===== src/hsf_pkg.sv =====
// constants for the high-speed counter status-flag block
package hsf_pkg;
    // ==========================================================
    // widths
    localparam int ADDR_W = 10;
    localparam int DATA_W = 32;
    localparam int PV_W = 32;
    localparam int STS_W = 16;
    localparam int N_CNT = 2;
    localparam int N_RANGE = 8;
    localparam int N_LIM = 32;
    localparam int LIM_IDX_W = 5;
    localparam int N_IRQ = 4;
    // ==========================================================
    // register word addresses
    localparam logic [ADDR_W-1:0] OFF_CNT2_STATUS = 10'h140;
    localparam logic [ADDR_W-1:0] OFF_CNT3_STATUS = 10'h141;
    localparam logic [ADDR_W-1:0] OFF_CTRL = 10'h150;
    localparam logic [ADDR_W-1:0] OFF_IRQ_STATUS = 10'h151;
    localparam logic [ADDR_W-1:0] OFF_IRQ_MASK = 10'h152;
    // limit window: 0x160 + counter*16 + range*2 + (0 lower, 1 upper)
    localparam logic [ADDR_W-1:0] OFF_LIMIT_BASE = 10'h160;
    localparam int LIM_CNT_STRIDE = 16;
    localparam int LIM_RANGE_STRIDE = 2;
    // ==========================================================
    // status word fields
    localparam int BIT_INRANGE_LSB = 0;
    localparam int BIT_CMP_ACTIVE = 8;
    localparam int BIT_OVF = 9;
    localparam int BIT_DIR = 10;
    // ==========================================================
    // interrupt status bits: ovf of counter c at c, range change at c+N_CNT
    localparam int IRQ_OVF_LSB = 0;
    localparam int IRQ_RANGE_LSB = 2;
    // ==========================================================
    // reset values
    localparam logic [N_CNT-1:0] CTRL_RST = 2'h0;
    localparam logic [N_IRQ-1:0] IRQ_MASK_RST = 4'h0;
    localparam logic [PV_W-1:0] LIM_RST = 32'h00000000;
    localparam logic [DATA_W-1:0] RDATA_RST = 32'h00000000;
endpackage


===== src/hsf_status_flags.sv =====
// status flags for high-speed counters 2 and 3 with register port and interrupt
// ==========================================================
// Behaviour
// RULE1: comparison-active flag follows start/stop, cleared at start
// RULE2: overflow/underflow flag set in linear mode
// RULE3: overflow flag cleared on start or pv change
// RULE4: direction from present versus previous pv
// RULE5: direction refreshed per scan and read instruction; the code refreshes it only while cnt_running is set for that counter
// RULE6: eight in-range flags for counter 3
// RULE7: in-range flag independent of interrupt task setup
// RULE8: in-range refreshed on scan, read, init
// RULE9: eight in-range flags for counter 2, low byte
// RULE10: counter 3 direction flag mirrors counter 2
// RULE11: limits themselves count as inside the range
//
// Implementation choice: strobed register access.
module hsf_status_flags (
    input wire logic core_clk,
    input wire logic sys_rst,
    input wire logic [hsf_pkg::ADDR_W-1:0] reg_addr,
    input wire logic [hsf_pkg::DATA_W-1:0] reg_wdata,
    input wire logic reg_wr,
    input wire logic reg_rd,
    output logic [hsf_pkg::DATA_W-1:0] reg_rdata,
    input wire logic op_start,
    input wire logic scan_tick,
    input wire logic [hsf_pkg::N_CNT-1:0] cnt_running,
    input wire logic [hsf_pkg::N_CNT-1:0] cnt_linear_mode,
    input wire logic [hsf_pkg::N_CNT-1:0] cmp_start,
    input wire logic [hsf_pkg::N_CNT-1:0] cmp_stop,
    input wire logic [hsf_pkg::N_CNT-1:0] ovf_event,
    input wire logic [hsf_pkg::N_CNT-1:0] pv_load,
    input wire logic [hsf_pkg::N_CNT-1:0] ring_max_load,
    input wire logic [hsf_pkg::N_CNT-1:0] read_counter_instruction,
    input wire logic [hsf_pkg::PV_W-1:0] cnt2_pv,
    input wire logic [hsf_pkg::PV_W-1:0] cnt3_pv,
    output logic irq
);
    localparam int NC = hsf_pkg::N_CNT;
    localparam int NR = hsf_pkg::N_RANGE;
    localparam int PW = hsf_pkg::PV_W;
    localparam int SW = hsf_pkg::STS_W;
    localparam int DW = hsf_pkg::DATA_W;
    localparam int NI = hsf_pkg::N_IRQ;

    // ==========================================================
    // state
    logic [NC-1:0] cmp_active_q;
    logic [NC-1:0] cmp_active_d;
    logic [NC-1:0] ovf_q;
    logic [NC-1:0] ovf_d;
    logic [NC-1:0] dir_q;
    logic [NC-1:0] dir_d;
    logic [PW-1:0] pv_prev_q [NC];
    logic [PW-1:0] pv_prev_d [NC];
    logic [NR-1:0] inrange_q [NC];
    logic [NR-1:0] inrange_d [NC];
    logic [NR-1:0] inrange_calc [NC];
    logic [PW-1:0] lim_q [hsf_pkg::N_LIM];
    logic [NC-1:0] ctrl_q;
    logic [NI-1:0] irq_sts_q;
    logic [NI-1:0] irq_sts_d;
    logic [NI-1:0] irq_mask_q;
    logic [DW-1:0] rdata_q;
    logic irq_q;

    logic [PW-1:0] pv [NC];
    logic [SW-1:0] stw [NC];
    logic [NC-1:0] dir_refresh;
    logic [NC-1:0] range_refresh;
    logic [NC-1:0] range_change_evt;
    logic [NC-1:0] ovf_set_evt;

    assign pv[0] = cnt2_pv;
    assign pv[1] = cnt3_pv;

    // ==========================================================
    // address decode
    logic sel_st2;
    logic sel_st3;
    logic sel_ctrl;
    logic sel_ists;
    logic sel_imask;
    logic sel_lim;
    logic [hsf_pkg::LIM_IDX_W-1:0] lim_idx;
    logic [hsf_pkg::ADDR_W-1:0] lim_off;

    assign sel_st2 = reg_addr == hsf_pkg::OFF_CNT2_STATUS;
    assign sel_st3 = reg_addr == hsf_pkg::OFF_CNT3_STATUS;
    assign sel_ctrl = reg_addr == hsf_pkg::OFF_CTRL;
    assign sel_ists = reg_addr == hsf_pkg::OFF_IRQ_STATUS;
    assign sel_imask = reg_addr == hsf_pkg::OFF_IRQ_MASK;
    assign lim_off = reg_addr - hsf_pkg::OFF_LIMIT_BASE;
    assign sel_lim = (reg_addr >= hsf_pkg::OFF_LIMIT_BASE)
        && (lim_off < hsf_pkg::ADDR_W'(hsf_pkg::N_LIM));
    assign lim_idx = lim_off[hsf_pkg::LIM_IDX_W-1:0];

    // ==========================================================
    // per-counter flags
    for (genvar c = 0; c < NC; c++)
    begin : g_cnt
        // comparison active: start sets, stop or operation start clears
        assign cmp_active_d[c] = op_start ? 1'h0 :
            cmp_start[c] ? 1'h1 :
            cmp_stop[c] ? 1'h0 : cmp_active_q[c]; // RULE1

        // overflow only counts in linear mode; a new event wins over a clear
        assign ovf_set_evt[c] = ovf_event[c] & cnt_linear_mode[c]; // RULE2
        assign ovf_d[c] = ovf_set_evt[c] ? 1'h1 :
            (op_start | pv_load[c]) ? 1'h0 : ovf_q[c]; // RULE3

        // direction: sampled pv against pv of last refresh
        assign dir_refresh[c] = cnt_running[c]
            & (scan_tick | read_counter_instruction[c]); // RULE5
        assign dir_d[c] = !dir_refresh[c] ? dir_q[c] :
            (pv[c] > pv_prev_q[c]) ? 1'h1 :
            (pv[c] < pv_prev_q[c]) ? 1'h0 : dir_q[c]; // RULE4 RULE10
        assign pv_prev_d[c] = dir_refresh[c] ? pv[c] : pv_prev_q[c];

        // in-range compare, both limits inclusive
        for (genvar r = 0; r < NR; r++)
        begin : g_rng
            localparam int LO = c * hsf_pkg::LIM_CNT_STRIDE + r * hsf_pkg::LIM_RANGE_STRIDE;
            assign inrange_calc[c][r] = ctrl_q[c]
                && (pv[c] >= lim_q[LO]) && (pv[c] <= lim_q[LO + 1]); // RULE11 RULE7
        end

        assign range_refresh[c] = scan_tick | read_counter_instruction[c]
            | pv_load[c] | ring_max_load[c]; // RULE8
        assign inrange_d[c] = op_start ? '0 :
            range_refresh[c] ? inrange_calc[c] : inrange_q[c]; // RULE8
        assign range_change_evt[c] = !op_start && range_refresh[c]
            && (inrange_calc[c] != inrange_q[c]);

        // status word: in-range low byte, then cmp, ovf, dir
        assign stw[c] = {{(SW - hsf_pkg::BIT_DIR - 1){1'h0}}, dir_q[c], ovf_q[c],
            cmp_active_q[c], inrange_q[c]}; // RULE6 RULE9

        always_ff @(posedge core_clk)
        begin
            if (sys_rst)
            begin
                pv_prev_q[c] <= '0;
                inrange_q[c] <= '0;
            end
            else
            begin
                pv_prev_q[c] <= pv_prev_d[c];
                inrange_q[c] <= inrange_d[c];
            end
        end
    end

    always_ff @(posedge core_clk)
    begin
        if (sys_rst)
        begin
            cmp_active_q <= '0;
            ovf_q <= '0;
            dir_q <= '0;
        end
        else
        begin
            cmp_active_q <= cmp_active_d;
            ovf_q <= ovf_d;
            dir_q <= dir_d;
        end
    end

    // ==========================================================
    // software registers
    always_ff @(posedge core_clk)
    begin
        if (sys_rst)
        begin
            ctrl_q <= hsf_pkg::CTRL_RST;
            irq_mask_q <= hsf_pkg::IRQ_MASK_RST;
        end
        else if (reg_wr)
        begin
            if (sel_ctrl)
                ctrl_q <= reg_wdata[NC-1:0];
            if (sel_imask)
                irq_mask_q <= reg_wdata[NI-1:0];
        end
    end

    for (genvar i = 0; i < hsf_pkg::N_LIM; i++)
    begin : g_lim
        always_ff @(posedge core_clk)
        begin
            if (sys_rst)
                lim_q[i] <= hsf_pkg::LIM_RST;
            else if (reg_wr && sel_lim && (lim_idx == hsf_pkg::LIM_IDX_W'(i)))
                lim_q[i] <= reg_wdata[PW-1:0];
        end
    end

    // ==========================================================
    // interrupt: sticky, cleared by a read, new events win
    logic [NI-1:0] irq_evt;
    logic ists_rd;

    assign irq_evt = {range_change_evt, ovf_set_evt};
    assign ists_rd = reg_rd & sel_ists;
    assign irq_sts_d = irq_evt | (ists_rd ? '0 : irq_sts_q);

    always_ff @(posedge core_clk)
    begin
        if (sys_rst)
        begin
            irq_sts_q <= '0;
            irq_q <= 1'h0;
        end
        else
        begin
            irq_sts_q <= irq_sts_d;
            irq_q <= |(irq_sts_d & irq_mask_q);
        end
    end

    // ==========================================================
    // read data, valid the cycle after the strobe only
    logic [DW-1:0] rd_mux;

    assign rd_mux = sel_st2 ? DW'(stw[0]) :
        sel_st3 ? DW'(stw[1]) :
        sel_ctrl ? DW'(ctrl_q) :
        sel_ists ? DW'(irq_sts_q) :
        sel_imask ? DW'(irq_mask_q) :
        sel_lim ? DW'(lim_q[lim_idx]) : hsf_pkg::RDATA_RST;

    always_ff @(posedge core_clk)
    begin
        if (sys_rst)
            rdata_q <= hsf_pkg::RDATA_RST;
        else
            rdata_q <= reg_rd ? rd_mux : hsf_pkg::RDATA_RST;
    end

    assign reg_rdata = rdata_q;
    assign irq = irq_q;
endmodule


===== config.mk =====
export PLATFORM = sky130hd
export DESIGN_NAME = hsf_status_flags
export DESIGN_NICKNAME = d
export VERILOG_FILES = /design/src/hsf_pkg.sv /design/src/hsf_status_flags.sv
export SDC_FILE = /design/constraint.sdc
export NUM_CORES = 2
export LEC_CHECK = 0
export BUFFER_PORTS_ARGS = -buffer_cell sky130_fd_sc_hd__buf_4
export CORE_ASPECT_RATIO = 1.1
export CORE_MARGIN = 5
export CORE_UTILIZATION = 60
export DETAILED_ROUTE_END_ITERATION = 8
export GPL_TIMING_DRIVEN = 0
export HOLD_SLACK_MARGIN = 0.12
export PLACE_DENSITY = 0.75
export SLEW_MARGIN = 20
export SYNTH_ARGS = -nofsm -noshare
export SYNTH_HDL_FRONTEND = slang
export SYNTH_SLANG_ARGS = --single-unit

===== constraint.sdc =====
create_clock -name core_clk -period 5.75 [get_ports core_clk]
set_input_delay 1.15 -clock core_clk [delete_from_list [all_inputs] [get_ports core_clk]]
set_output_delay 1.15 -clock core_clk [all_outputs]
set_load 0.01 [all_outputs]

# Yosys cells after proc, flatten, opt, wreduce, memory -nomap -nowiden
# Memories as Yosys holds them, arrays and structs flattened.
# Cells that the tools add are included.
# word_totals
ff_bits,49
ramBits,1104
output_inout_bits,33
word_cells,391
memories,3
# mem_list
memory,words,word_bits,rd,rd_clocked_by_memory_dff,write_ports,line_no,source
lim_q,32,32,33,0,32,hsf_status_flags.sv:59,logic [PW-1:0] lim_q [hsf_pkg::N_LIM];
pv_prev_q,2,32,2,0,2,hsf_status_flags.sv:54,logic [PW-1:0] pv_prev_q [NC];
inrange_q,2,8,2,0,2,hsf_status_flags.sv:56,logic [NR-1:0] inrange_q [NC];
# classes
eq_ne,38
bitwise_logic,53
add_sub_neg,1
mux,160
reduce_logical,86
magnitude_cmp,38
# ops
cell,count
$mux 32,36
$ge 32x32->1,16
$le 32x32->1,16
$mux 1,111
$eq 5x5->1 const B,16
$logic_and 1x1->1,70
$mux 11,6
$gt 32x32->1,2
$lt 32x32->1,2
$eq 10x9->1 const B,5
$mux 8,6
$or 1x1->1,44
$eq 5x4->1 const B,8
$eq 5x3->1 const B,4
$ne 8x8->1,2
$reduce_bool 2->1,6
$eq 5x2->1 const B,2
$ge 10x9->1 const B,1
$lt 10x6->1 const B,1
$sub 10x9->10 const B,1
$reduce_and 2->1,4
$reduce_or 8->1,1
$and 1x1->1,5
$eq 5x1->1 const B,1
8 further kinds,10

# Logic depth before layout (Yosys ltp)
# logic_depth
depth_word,9
ltp_mapped,14
mapped_depth_nobuf,12

# Worst setup path before layout
# OpenSTA, ideal clock, no wires.
# synth_path
kind,input to register
startpoint,input reg_addr[0] (netlist name)
endpoint,"memory lim_q[15][0] (netlist name), enable pin"
required_time_ns,5.322
arrival_ns,3.997
path_slack_ns,1.325
path_buffers,4
path_stages,6
cell_sequence,buf_2 -> buf_2 -> buf_1 -> clkbuf_1 -> nand4_1 -> o21bai_1
# synth_rtl
element,line_no,source
from (decl),hsf_status_flags.sv:20,"input wire logic [hsf_pkg::ADDR_W-1:0] reg_addr,"
to (decl),hsf_status_flags.sv:59,

==> results_dict.tcl <==
set metrics [dict create \
    power_mw 21.7 \
    routedWlPerCell_um 27.6 \
    grt_usage 0.370 \
    irDropWorstVdd_uv 330 \
    path_clk_slew_ns 0.05 \
    grt_max_degree 22 \
    final.period_utilization 0.896 \
    ys_seq_area_frac 0.426 \
    initial_utilization 0.601 \
    synthCells 7157 \
    dieArea_mm2 0.138 \
    grt_antenna_before_repair 9 \
    arrival_ns 5.79 \
    synthFlopType "edfxtp_1" \
    std_cell_rows 139 \
    max_freq_mhz 194 \
    crit_type "in -> reg" \
    powerDensity_mw_per_mm2 250 \
    dp.cells 9038 \
    clk_latency_ns 0.79 \
    final_cell_count_no_fill 9286 \
    hold_violations 0 \
    required_ns 6.39 \
    final.min_clock_period_ns 5.15 \
    slew_violations 0 \
    final_common_cell "inv_1" \
    first_pass_iters 6 \
    rsz0062_at_grt "no" \
    cp-start-kind "input pin" \
    nNetsFinal 8698 \
    crit-reg2reg-launch "lim_q[25][27]" \
    drc 0 \
    worstMarginPinSlew_ns 1.24 \
    cts_max_level 4 \
    vias 58600 \
    hpwl_mm 208 \
    fp.coreArea_mm2 0.130 \
    max_slew_margin 0.172 \
    clock_skew_ns 0.0297 \
    post_cts_resized 0 \
    outcome "finished clean" \
    vias_per_cell 6.31 \
    first_global_vias 59700 \
    grt_pass1_wl_mm 372 \
    synth_cell_types 91 \
    syn_area_per_cell_um2 10.9 \
    hold_path.startpoint "pv_prev_q[1][26]" \
    hp-class "reg -> reg" \
    critPathCaptureType "register" \
    drive_above_1_share 0.108 \
    portBuffers 153 \
    first_iter_violations 5776 \
    syn-cell-area_mm2 0.0782 \
    synth_warnings 0 \
    setup-violations-final 0 \
    fp.dieW_um 354 \
    cts_hold_buf 0 \
    ys_async_sr_fraction 0 \
    p_leak_nw 37.7 \
    post-cts-setup-buffer-count 0 \
    drv_cap 0 \
    area_delta_synth_final_pct 11.3 \
    antenna_left 0 \
    grt_overflow 0 \
    root_buffer "clkbuf_16" \
    io_pins 161 \
    place_congestion 1.03 \
    die_h_um 389 \
    synth_seq_cells 1153 \
    nFillCells 9864 \
    setup_tns_ns 0 \
    clkSinkCount 1153 \
    numCtsBuffers 133 \
    synth_fp_nets 8374 \
    clk_path_buf_depth 3 \
    synth_edf_count 1024 \
    crit_path_max_fanout 10 \
    mostFrequentLayoutCells "1091 x inv_1, 1089 x ha_1, 1024 x and2_1, 1024 x edfxtp_1, 471 x a21oi_1" \
    cp-startpoint "reg_addr[0]" \
    cts_tree "yes" \
    wirelength_mm 257 \
]
[state kept, by name, summed over array words and instances, names as in the netlist, 4 cells and up]
signal      count
irq_mask_q      4
reg_rdata      32
pv_prev_q      64
lim_q        1024
irq_sts_q       4
inrange_q      16
[through the flow]
| stage | utilization | setup slack (ns) | instance area (µm²) | hold WS (ns) |
|---|---|---|---|---|
| 3_5_place_dp | 0.636 | 0.00859 | 82800 | 0.446 |
| 5_1_grt | 0.669 | 0.551 | 87000 | 0.473 |
| 6_report | 0.669 | 0.596 | 87000 | 0.452 |
| 3_3_place_gp | 0.626 | -1.69 | 81400 | 0.442 |
| 4_1_cts | 0.668 | 0.815 | 87000 | 0.454 |
| 2_1_floorplan | - | 1.33 | 78200 | 0.436 |
[kinds of logic after synthesis]
logic type / share of synthesized area
adders and majority gates: 0.174
AOI/OAI and AO/OA: 0.0823
xor gates and xnor gates: 0.000112
and+or+nand+nor: 0.151
buffers and inverters: 0.0680
muxes: 0.0975
DFF: 0.426
[metal layers]
layer	wire [µm]	global-route usage	part of all wire	up-vias
li1	-	-	-	26300
met1	91100	0.439	0.36	28700
met2	119000	0.605	0.47	2832
met3	22700	0.0684	0.088	832
met4	23400	0.274	0.091	4
met5	25	0	0.000097	-
[final timing paths]
kind              slack [ns]                to  cells past startpoint
setup / recovery        0.60      lim_q[11][0]                      8
hold / removal          0.45  pv_prev_q[1][26]                      2
setup reg to reg        1.24      irq_sts_q[3]                     12
hold reg to reg         0.45  pv_prev_q[1][26]                      2
[synthesized netlist by cell type, drive strengths merged, types with 5 or more instances]
master      n  area [µm²]
a21oi     472        2370
o21ai     147         739
a22oi      19         143
mux2       13         146
nor2b      40         250
nor4b       5        43.8
ha       1089       13600
a2111oi    18         165
clkbuf    254         953
nor4       36         240
edfxtp   1024       30700
and4       42         368
nor2      167         652
a2bb2oi     5        43.8
o211ai     28         215
mux2i      27         270
dfxtp     129        2580
buf        59         259
nand2     408        1530
a2111o      5        56.3
a211o       5        43.8
or4        16         121
and2     1025        6410
a211oi     23         173
a221o      11         110
a21o      111         833
a31oi      17         113
nor3       36         180
a21boi      9        67.6
inv      1092        4100
nand4     180        1140
o31ai      13         103
o21bai     32         240
or3         6        37.5
o31a        6        52.6
o21a       32         240
mux4      320        7210
a222oi      7        70.1
a221oi     41         365
nand3     114         576
nand2b     23         144
[layout make-up]
type,count,area [µm²],share of cell area
clock inverters,58,457,0.00525
diodes,6,15.0,0.000173
inverters,1093,4100,0.0472
flip-flops and latches,1153,33300,0.383
plain buffers,313,1240,0.0142
repair buffers,189,2060,0.0237
well taps,1692,2120,0.0243
multi-input cells,4598,39900,0.459
clock buffers,184,3730,0.0429
[report_power, final]
part / internal, mW / total, mW / switching, mW
Sequential: 9.51 / 9.75 / 0.246
Clock: 4.73 / 8.32 / 3.59
Combinational: 1.40 / 3.64 / 2.24
[worst max-delay path: stages]
cell      delay, ns
buf_2          0.32
buf_2          0.50
buf_1          0.93
clkbuf_1       0.66
nand3_1        0.69
nor2_2         0.64
clkbuf_1       0.62
and2_1         0.22
No activity file was read; power rests on OpenSTA's default activity.
